`src/rtl/fault_framer_pkg.sv`:
```
// Package with constants and types for the emergency frame builder.
package fault_framer_pkg;
    localparam logic [10:0] EMCY_BASE_ID = 11'h080;
    localparam logic [15:0] CODE_CAN_COMM = 16'h8100;
    localparam logic [15:0] CODE_OVERRUN = 16'h8110;
    localparam logic [15:0] CODE_GUARD = 16'h8130;
    localparam logic [15:0] CODE_RPDO_SHORT = 16'h8210;
    localparam logic [15:0] CODE_ADC = 16'h5000;
    localparam logic [7:0] TOGGLE_OFF = 8'h00;
    localparam logic [7:0] TOGGLE_ON = 8'h80;
    localparam logic [7:0] ADC_FRONTEND_BASE = 8'h60;
    localparam logic [7:0] SUB_CONV = 8'h01;
    localparam logic [7:0] SUB_RESET = 8'h02;
    localparam logic [7:0] SUB_OFFSET = 8'h03;
    localparam logic [7:0] SUB_GAIN = 8'h04;
    localparam logic [7:0] SUB_INIT = 8'h05;
    // Reset error identifier flags.
    localparam logic [7:0] RSTERR_VALID_NOT_SET = 8'h01;
    localparam logic [7:0] RSTERR_VALID_NOT_CLEARED = 8'h02;
    localparam logic [7:0] RSTERR_BAD_OFFSET = 8'h04;
    localparam logic [7:0] RSTERR_BAD_GAIN = 8'h08;
    // CAN controller interrupt flag bits.
    localparam logic [7:0] CANINT_WARNING = 8'h04;
    localparam logic [7:0] CANINT_BUS_OFF = 8'h20;
    localparam logic [7:0] CANINT_ERR_PASSIVE = 8'h40;
    localparam logic [7:0] CANINT_TX_CHECK = 8'h80;
    localparam logic [7:0] CANINT_MASK = 8'hE4;
    // CAN controller mode and status bits.
    localparam logic [7:0] CANMODE_INIT = 8'h01;
    localparam logic [7:0] CANMODE_RESET = 8'h02;
    localparam logic [7:0] CANMODE_BUS_OFF = 8'h04;
    localparam logic [7:0] CANMODE_RX_ERR96 = 8'h08;
    localparam logic [7:0] CANMODE_TX_ERR96 = 8'h10;
    localparam logic [7:0] CANMODE_TX_DONE = 8'h20;
    localparam logic [7:0] CANMODE_RX_MODE = 8'h40;
    localparam logic [7:0] CANMODE_AUTO_DEC = 8'h80;
    localparam logic [7:0] ERR_COUNT_LIMIT = 8'd96;
    // Register indices on the local port.
    localparam logic [3:0] REG_STATUS = 4'h0;
    localparam logic [3:0] REG_MASK = 4'h1;
    localparam logic [3:0] REG_NODE = 4'h2;
    localparam logic [3:0] REG_COUNT = 4'h3;
    localparam logic [3:0] REG_LAST_CODE = 4'h4;
    localparam logic [7:0] NODE_RESET = 8'h01;
    localparam int EVENT_COUNT = 9;
    localparam int EV_CAN = 0;
    localparam int EV_OVERRUN = 1;
    localparam int EV_GUARD = 2;
    localparam int EV_RPDO = 3;
    localparam int EV_ADC_CONV = 4;
    localparam int EV_ADC_RESET = 5;
    localparam int EV_ADC_OFFSET = 6;
    localparam int EV_ADC_GAIN = 7;
    localparam int EV_ADC_INIT = 8;

    typedef struct packed {
        logic [7:0] int_flags;
        logic [7:0] mode_status;
        logic [7:0] error_count;
        logic [7:0] busoff_count;
    } can_fault_type;

    typedef struct packed {
        logic frontend;
        logic [7:0] channel;
        logic [7:0] detail;
    } adc_fault_type;

    typedef struct packed {
        logic [10:0] id;
        logic [7:0][7:0] data;
    } frame_type;

    typedef enum logic [1:0] {
        IDLE,
        SEND
    } phase_type;

    typedef struct packed {
        phase_type phase;
        frame_type frame;
        logic frame_valid;
        logic toggle;
        logic can_reinit;
        logic [EVENT_COUNT-1:0] status;
        logic [EVENT_COUNT-1:0] mask;
        logic [7:0] node;
        logic [15:0] count;
        logic [15:0] last_code;
        logic [31:0] rdata;
        logic irq;
    } state_type;
endpackage

```
`src/rtl/fault_message_framer.sv`:
```
// Emergency frame builder for internal fault events of a fieldbus node.
// Operation
// - Frame identifier is base 080h plus the node number.
// - Bytes 0-1 error code, byte 2 error register, bytes 3-6 detail.
// - Byte 7 alternates 00h and 80h with every frame sent.
// - Frames are only produced by a detected error event.
// - CAN fault uses 8100 with interrupt, mode, error and bus-off bytes.
// - Receive buffer overrun with message loss uses code 8110h.
// - Life-guard time-out reinitialises the CAN controller, code 8130; CAN_REINIT_O pulses only when the guard frame is built.
// - Short process-data frame uses 8210, minimum DLC in byte 3.
// - ADC conversion time-out: 5000, 01h/61h, channel, zero.
// - ADC reset failure: 5000, 02h/62h, zero, reset error id.
// - ADC offset calibration failure: 5000, 03h/63h, zero.
// - ADC gain calibration failure: 5000, 04h/64h, zero.
// - ADC initialisation problem: 5000, 05h/65h, ADC status.
// - Reset error id flags are 01, 02, 04 and 08.
// - CAN interrupt byte bits 04h, 20h, 40h, 80h.
// - CAN mode byte bits 01h through 80h as defined.
//
// The register offsets and the plain strobed port were decided locally.
module fault_message_framer
    import fault_framer_pkg::*;
(
    input wire logic CLK_I,
    input wire logic NRST_I,
    input wire logic [EVENT_COUNT-1:0] EVENT_I,
    input wire can_fault_type CAN_FAULT_I,
    input wire logic [7:0] MIN_DLC_I,
    input wire adc_fault_type ADC_FAULT_I,
    input wire logic [7:0] ERROR_REGISTER_I,
    input wire logic FRAME_READY_I,
    input wire logic [3:0] ADDR_I,
    input wire logic [31:0] WDATA_I,
    input wire logic WRITE_I,
    input wire logic READ_I,
    output logic [31:0] RDATA_O,
    output frame_type FRAME_O,
    output logic FRAME_VALID_O,
    output logic CAN_REINIT_O,
    output logic IRQ_O
);
    state_type r;
    state_type next_r;

    // Lowest numbered pending event wins.
    function automatic int pick(input logic [EVENT_COUNT-1:0] pend);
        int k;
        k = EVENT_COUNT;
        for (int i = EVENT_COUNT - 1; i >= 0; i--) begin
            if (pend[i]) begin
                k = i;
            end
        end
        return k;
    endfunction

    function automatic logic [7:0] adc_tag(input logic frontend, input logic [7:0] sub);
        return frontend ? (ADC_FRONTEND_BASE | sub) : sub;
    endfunction

    function automatic logic [7:0] bool8(input logic b);
        return b ? 8'h01 : 8'h00;
    endfunction

    logic [EVENT_COUNT-1:0] wclr;
    int sel;
    logic [15:0] code;
    logic [7:0][7:0] bytes;

    always_comb begin
        next_r = r;
        code = 16'h0000;
        bytes = '0;
        wclr = '0;
        sel = pick(EVENT_I);
        next_r.can_reinit = 1'b0;
        if (r.frame_valid && FRAME_READY_I) begin
            next_r.frame_valid = 1'b0;
            next_r.phase = IDLE;
        end
        if (!next_r.frame_valid && sel < EVENT_COUNT) begin
            case (sel)
                EV_CAN: begin
                    code = CODE_CAN_COMM;
                    bytes[3] = CAN_FAULT_I.int_flags & CANINT_MASK;
                    bytes[4] = CAN_FAULT_I.mode_status;
                    bytes[5] = CAN_FAULT_I.error_count;
                    bytes[6] = CAN_FAULT_I.busoff_count;
                end
                EV_OVERRUN: begin
                    code = CODE_OVERRUN;
                end
                EV_GUARD: begin
                    code = CODE_GUARD;
                    next_r.can_reinit = 1'b1;
                end
                EV_RPDO: begin
                    code = CODE_RPDO_SHORT;
                    bytes[3] = MIN_DLC_I;
                end
                EV_ADC_CONV: begin
                    code = CODE_ADC;
                    bytes[3] = adc_tag(ADC_FAULT_I.frontend, SUB_CONV);
                    bytes[4] = ADC_FAULT_I.channel;
                end
                EV_ADC_RESET: begin
                    code = CODE_ADC;
                    bytes[3] = adc_tag(ADC_FAULT_I.frontend, SUB_RESET);
                    bytes[5] = ADC_FAULT_I.detail & (RSTERR_VALID_NOT_SET | RSTERR_VALID_NOT_CLEARED
                        | RSTERR_BAD_OFFSET | RSTERR_BAD_GAIN);
                end
                EV_ADC_OFFSET: begin
                    code = CODE_ADC;
                    bytes[3] = adc_tag(ADC_FAULT_I.frontend, SUB_OFFSET);
                end
                EV_ADC_GAIN: begin
                    code = CODE_ADC;
                    bytes[3] = adc_tag(ADC_FAULT_I.frontend, SUB_GAIN);
                end
                EV_ADC_INIT: begin
                    code = CODE_ADC;
                    bytes[3] = adc_tag(ADC_FAULT_I.frontend, SUB_INIT);
                    bytes[4] = ADC_FAULT_I.detail;
                end
                default: begin
                    code = 16'h0000;
                end
            endcase
            bytes[0] = code[7:0];
            bytes[1] = code[15:8];
            bytes[2] = ERROR_REGISTER_I;
            bytes[7] = r.toggle ? TOGGLE_ON : TOGGLE_OFF;
            next_r.toggle = ~r.toggle;
            next_r.frame.id = EMCY_BASE_ID + {3'b000, r.node};
            next_r.frame.data = bytes;
            next_r.frame_valid = 1'b1;
            next_r.phase = SEND;
            next_r.count = r.count + 16'h0001;
            next_r.last_code = code;
        end
        if (WRITE_I) begin
            case (ADDR_I)
                REG_STATUS: wclr = WDATA_I[EVENT_COUNT-1:0];
                REG_MASK: next_r.mask = WDATA_I[EVENT_COUNT-1:0];
                REG_NODE: next_r.node = WDATA_I[7:0];
                default: wclr = '0;
            endcase
        end
        // Events arriving in a clear cycle still set their status bit.
        next_r.status = (r.status & ~wclr) | EVENT_I;
        next_r.rdata = 32'h0000_0000;
        if (READ_I) begin
            case (ADDR_I)
                REG_STATUS: next_r.rdata = {{(32-EVENT_COUNT){1'b0}}, r.status};
                REG_MASK: next_r.rdata = {{(32-EVENT_COUNT){1'b0}}, r.mask};
                REG_NODE: next_r.rdata = {24'h000000, r.node};
                REG_COUNT: next_r.rdata = {16'h0000, r.count};
                REG_LAST_CODE: next_r.rdata = {16'h0000, r.last_code};
                default: next_r.rdata = 32'h0000_0000;
            endcase
        end
        next_r.irq = |(next_r.status & next_r.mask);
    end

    always_ff @(posedge CLK_I) begin
        if (!NRST_I) begin
            r <= '0;
            r.phase <= IDLE;
            r.node <= NODE_RESET;
        end else begin
            r <= next_r;
        end
    end

    assign RDATA_O = r.rdata;
    assign FRAME_O = r.frame;
    assign FRAME_VALID_O = r.frame_valid;
    assign CAN_REINIT_O = r.can_reinit;
    assign IRQ_O = r.irq;
endmodule

```
`config.mk`:
```
export PLATFORM = sky130hd
export DESIGN_NAME = fault_message_framer
export DESIGN_NICKNAME = d
export VERILOG_FILES = /design/src/rtl/fault_framer_pkg.sv /design/src/rtl/fault_message_framer.sv
export SDC_FILE = /design/constraint.sdc
export NUM_CORES = 1
export LEC_CHECK = 0
export BUFFER_PORTS_ARGS = -buffer_cell sky130_fd_sc_hd__buf_2
export CAP_MARGIN = 30
export CORE_UTILIZATION = 44
export DETAILED_ROUTE_END_ITERATION = 16
export GPL_TIMING_DRIVEN = 0
export PLACE_DENSITY_LB_ADDON = 0.25
export RECOVER_POWER = 25
export SLEW_MARGIN = 30
export SYNTH_ARGS = -nofsm -noshare
export SYNTH_HDL_FRONTEND = slang
export SYNTH_SLANG_ARGS = --single-unit
```
`constraint.sdc`:
```
create_clock -name CLK_I -period 1.75 [get_ports CLK_I]
set_clock_uncertainty 0.05 [all_clocks]
set_input_delay 0.2625 -clock CLK_I [delete_from_list [all_inputs] [get_ports CLK_I]]
set_output_delay 0.2625 -clock CLK_I [all_outputs]
set_load 0.02 [all_outputs]
```
==> results of run 1 <==
-- cell families after synthesis --
| logic type | Yosys count |
|---|---|
| AND/OR/NAND/NOR | 220 |
| buffers and inverters | 147 |
| AO/OA/AOI/OAI | 147 |
| adder cells (fa/ha/maj) | 1 |
| XOR/XNOR | 2 |
| flip-flops | 118 |
| multiplexers | 27 |
| other | 1 |
-- worst paths after layout --
check | startpoint | to | slack [ns] | cells after the start
max | r[54]$_SDFFE_PN0P_ | r[64]$_SDFFE_PN0P_ | -0.06 | 6
min | ERROR_REGISTER_I[7] | FRAME_O[23]$_SDFFE_PN0P_ | 0.04 | 3
min reg2reg | FRAME_O[18]$_SDFFE_PN0P_ | FRAME_O[18]$_SDFFE_PN0P_ | 0.40 | 2
max reg2reg | r[54]$_SDFFE_PN0P_ | r[64]$_SDFFE_PN0P_ | -0.06 | 6
-- state kept, by name (all words and copies together) (netlist names) --
signal         cells
IRQ_O              1
FRAME_VALID_O      1
r                 45
RDATA_O           16
CAN_REINIT_O       1
FRAME_O           54
-- cells in the final DEF (no fill, tap or decap), drive strengths merged, types with 4 or more instances in the layout --
cell,synthesis,layout
buf,123,286
dfxtp,118,118
nand2,80,80
nor2,67,67
a21oi,64,64
clkbuf,21,48
conb,1,34
mux2i,24,24
o21ai,22,22
nand3,20,20
a22oi,11,11
a222oi,10,10
or3,9,9
a2bb2oi,8,8
nor3,7,7
and3,7,7
a221oi,7,7
and2,6,6
clkinvlp,0,5
nor4,5,5
bufinv,0,4
nor2b,4,4
o31ai,4,4
-- critical path: stages, from the launching register on --
cell and delay [ns]:
dfxtp_4 0.35, and4_1 0.22, and3_4 0.21, and3_4 0.22
nand4_1 0.13, or4_1 0.43, a21oi_1 0.14
-- metal layers --
metal	GRT usage	vias up	routed length, um
met5	0	-	0
met4	0.0821	0	215
met1	0.300	2430	6820
met2	0.392	255	7620
li1	-	2613	-
met3	0.0575	22	1270
-- power breakdown --
group	internal (mW)	switching, mW	leakage [nW]
registers	2.78	0.0591	0.966
clock network	2.53	1.24	0.304
logic	0.382	0.522	2.37
-- final cells by class --
| cell class | instances | area share |
|---|---|---|
| Clock inverter | 11 | 0.0224 |
| Inverter | 3 | 0.00147 |
| Timing Repair Buffer | 169 | 0.114 |
| Clock buffer | 21 | 0.0627 |
| Tap cell | 172 | 0.0281 |
| Sequential cell | 118 | 0.310 |
| Multi-Input combinational cell | 431 | 0.332 |
| Buffer | 144 | 0.129 |
-- timing repair --
| action | 4_1_cts | 5_1_grt |
|---|---|---|
| pin swaps | 4 | 6 |
| buffers inserted | 6 | 3 |
| setup endpoints to repair | 30 | 49 |
| resized for setup | 10 | 17 |
==> results.toml, run 1 <==
[cells_and_area]
nets = 1000
n_antenna_cell = 0
postLayoutCoreUtil = 0.608
finalInstanceArea_um2 = 7670
multiInputGateArea_um2 = 2550
syn_to_final_growth_pct = 34.4
seqCellArea_um2 = 2370
drive_gt1_frac = 0.390
finalNonFillerCells = 1069
fillers = 1153

[detailed_routing]
drc_errors = 0
drtAntennaViolNets = 0
drtPass1Iterations = 8
via_per_inst = 4.98
num_vias = 5320
wirelength_um = 15900
first_iter_violations = 380
routedWlPerCell_um = 14.9

[yosys]
seq_area_frac_synth = 0.414
synth_area_um2 = 5710
postSynth.asyncResetShare = 0
synth_xor_area_frac = 0.00307
ys_warn_count = 0
synth_area_leaders = "dfxtp_1 (41%), buf_4 (14%), a21oi_1 (5.6%)"
syn_inst = 663
yosysUniqueCellTypes = 61
ys_top_cells_by_count = "dfxtp_1 (118), buf_4 (108), nand2_1 (79)"
synth_seq_cells = 118
synth.largest_area_cell = "dfxtp_1"
synth.most_common_cell = "dfxtp_1"
netlist.area_leader.share = 0.414
synthFlopType = "dfxtp_1"
synth_mux_area_frac = 0.0526
synth-simple-area-share = 0.182
synth_adder_area_share = 0.00219
synth_compound_area_frac = 0.174
avgSynthCellArea_um2 = 8.61
synth_edf_count = 0
synth_top_family_by_area = "simple AND/OR/NAND/NOR gates"

[sta]
maxClockFrequency_mhz = 551
tightest_slew_ns = 0.691
slew_headroom = 0.536
finalCritPeriodShare = 1.04
min_period_ns = 1.81
setup_tns_ns = -0.0749
final_max_slew_viol_count = 0
fin_ws_ns = -0.0648
setup_viol = 2
rsz0062_at_grt = "true"
fin_hold_ws_ns = 0.0415
hold_viol_final = 0

[setup_path]
required_ns = 2.03
worstPathArrival_ns = 2.10
startpoint_type = "flop"
path_max_fanout = 5
path_class = "reg -> reg"
cp-end-kind = "flop"

[die]
placeableCoreArea_um2 = 12600
start_util = 0.452
fp-row-count = 41
die_y_um = 116
die-area_um2 = 13400
dieWidth_um = 116
num_io_pins = 225

[grt]
grt_pass1_wl_um = 24200
grt_pass1_vias = 4756
overflow = 0
grt_start_max_net_pins = 17
antenna_found_initial = 0
gr-usage-all-layers = 0.237

[clocking]
postCtsHoldBufs = 0
htree_levels = 4
clk_pin_slew_ns = 0.05
clk_path_buf_depth = 2
cts-root-buf = "clkbuf_16"
cts_tree = "done"
numCtsBuffers = 17
worst_skew_pair.late_latency_ns = 0.41
cts_sinks = 118

[status]
status = "finished with violations"
violations = "setup timing"

[placement]
place.gp.congestion = 0.855
dp_hpwl_um = 11600
io_buffers = 160
post_dp_cell_area_um2 = 6870
place_inst = 1028
dp_slack_ns = -0.511

[power_and_ir_drop]
ir_drop_mv = 0.567
p_per_area_nw_per_um2 = 980
finalPower_mw = 7.51
p_leak_nw = 3.64

[worst_hold_path]
hold_path_class = "in -> reg"

[flow_run]
maxCapViolCount = 0
Power figures use the tool's default switching activity.
==> run 2: changes to the inputs <==
--- a/config.mk
+++ b/config.mk
@@ -7,7 +7,9 @@
 export LEC_CHECK = 0
 export BUFFER_PORTS_ARGS = -buffer_cell sky130_fd_sc_hd__buf_2
 export CAP_MARGIN = 30
+export CORE_MARGIN = 5
 export CORE_UTILIZATION = 44
+export CTS_CLUSTER_SIZE = 24
 export DETAILED_ROUTE_END_ITERATION = 16
 export GPL_TIMING_DRIVEN = 0
 export PLACE_DENSITY_LB_ADDON = 0.25
==> constraint.sdc (replaced) <==
create_clock -name CLK_I -period 1.75 [get_ports CLK_I]
set_clock_uncertainty 0.05 [all_clocks]
set_input_delay 0.2625 -clock CLK_I [delete_from_list [all_inputs] [get_ports CLK_I]]
set_output_delay 0.2625 -clock CLK_I [all_outputs]
set_load 0.05 [all_outputs]
==> run 2 against run 1 <==
Against the previous run:
- the run still ends with setup timing left
- global-route usage shrank 2.5 points
- core utilization grew 0.13 points
- cell count is essentially flat
- critical path depth is the same
- count of clock-buffer cells in the layout is the same
- highest routed layer unchanged
- register-to-register slack gained 0.02 ns
- clock power grew 4%
- total power grew 5.1%
- sequential power is essentially flat
- largest cell class unchanged
- largest power group unchanged
==> results.toml, run 2 (synthesis results as in run 1) <==
[power_and_ir_drop]
intPower_mw = 5.89
seqPwrFrac = 0.359
p_leak_nw = 3.69
p_clk_frac = 0.496
ir_drop_mv = 0.556
finalPower_mw = 7.90
p_comb_frac = 0.144
p_sw_mw = 2.01
p_per_area_nw_per_um2 = 1020
switching_share = 0.254

[die]
die_y_um = 124
dieWidth_um = 124
fp-row-count = 41
die-area_um2 = 15300
placeableCoreArea_um2 = 12700
start_util = 0.450
num_io_pins = 225

[grt]
overflow = 0
gr-usage-all-layers = 0.211
grt_pass1_vias = 5029
grt_pass1_wl_um = 24900
grt_start_max_net_pins = 17
antenna_found_initial = 0

[status]
violations = "setup timing"
status = "finished with violations"

[detailed_routing]
drtPass1Iterations = 7
wirelength_um = 16300
drc_errors = 0
num_vias = 5267
first_iter_violations = 332
drtAntennaViolNets = 0
routedWlPerCell_um = 15.3
via_per_inst = 4.93

[sta]
min_period_ns = 1.80
fin_ws_ns = -0.0496
fin_hold_ws_ns = 0.0291
tightest_slew_ns = 0.668
setup_tns_ns = -0.0572
hold_viol_final = 0
setup_viol = 2
finalCritPeriodShare = 1.03
slew_headroom = 0.554
maxClockFrequency_mhz = 556
rsz0062_at_grt = "true"
final_max_slew_viol_count = 0

[placement]
place.gp.congestion = 0.831
dp_hpwl_um = 12200
io_buffers = 160

[cells_and_area]
n_antenna_cell = 0
syn_to_final_growth_pct = 35.2
postLayoutCoreUtil = 0.609
nets = 1000
drive_gt1_frac = 0.395
final_cell_mix = "buf_2 (164), buf_4 (116), dfxtp_1 (113)"
largest_reg_flops = 54
layout_commonest_cell = "buf_2"

[clocking]
clk_path_buf_depth = 2
cts-root-buf = "clkbuf_16"
worst_skew_pair.late_latency_ns = 0.42
postCtsHoldBufs = 0
clk_pin_slew_ns = 0.05
numCtsBuffers = 17
cts_tree = "done"
htree_levels = 4
cts_sinks = 118

[setup_path]
path_max_fanout = 5
worstPathArrival_ns = 2.10
required_ns = 2.05
path_cells = "and4_4 > and3_4 > and3_4 > nand4_1 > or4_1 > a21oi_1"
startpoint_type = "flop"
cp-end-kind = "flop"
crit_slowest_cell = "or4_1"
path_class = "reg -> reg"
max_stage_delay_ns = 0.43
crit_top_cell = "and3_4"

[worst_hold_path]
hold_path_class = "in -> reg"

[flow_run]
maxCapViolCount = 0
[run 2: cell count changes in the layout (fill, tap and decap cells not counted), sizes merged]
cell	before	now
clkinv	2	4
clkinvlp	5	0
bufinv	4	6
[run 2: routing by layer]
metal	track usage	up-vias	wire, um
li1	-	2628	-
met2	0.348	208	7910
met4	0.0782	0	255
met5	0	-	0
met1	0.269	2411	7030
met3	0.0509	20	1130
[run 2: path summary, 6_finish.rpt]
| kind | from | end | slack (ns) | cells after the start |
|---|---|---|---|---|
| worst max-delay path | r[53]$_SDFFE_PN0P_ | r[64]$_SDFFE_PN0P_ | -0.05 | 6 |
| worst min register to register | FRAME_O[49]$_SDFFE_PN0P_ | FRAME_O[49]$_SDFFE_PN0P_ | 0.40 | 2 |
| worst min-delay path | MIN_DLC_I[4] | FRAME_O[28]$_SDFFE_PN0P_ | 0.03 | 3 |
| worst max register to register | r[53]$_SDFFE_PN0P_ | r[64]$_SDFFE_PN0P_ | -0.05 | 6 |
[run 2: power by group through the flow]
stage	logic [mW]	registers (mW)	clock network, mW
finish	1.14	2.84	3.92
global placement	1.11	2.89	0
detailed placement	1.11	2.89	0
floorplan	0.819	2.89	0
CTS	1.12	2.83	3.97
global route	1.22	2.85	4.09
[run 2: per-stage QoR]
stage	area, um^2	setup slack, ns	cells
after CTS	7590	-0.0392	1065
final	7710	-0.0496	1068
after global placement	6860	-0.445	1028
after detailed placement	6870	-0.472	1028
after global routing	7710	-0.109	1068
after floorplan	5840	0.00304	696
[run 2: worst max-delay path: cells and delay by family, from the launching register on]
family / cells / cell delay, ns
DFF: 1 / 0.34
AOI/OAI and AO/OA: 1 / 0.13
and+or+nand+nor: 5 / 1.20
[run 2: final cells by class]
type	count	area [um^2]
fillers	1175	4960
repair buffers	169	880
flip-flops and latches	118	2370
well taps	172	215
clock inverters	10	200
multi-input cells	431	2580
clock buffers	21	460
inverters	3	11.3
plain buffers	144	998
[run 2: repair_timing]
item / CTS / global route
endpoints found under the setup margin: 18 / 68
gates resized for setup: 10 / 29
endpoints found under the hold margin: 0 / 0
pin swaps: 2 / 7
buffers inserted: 6 / 3
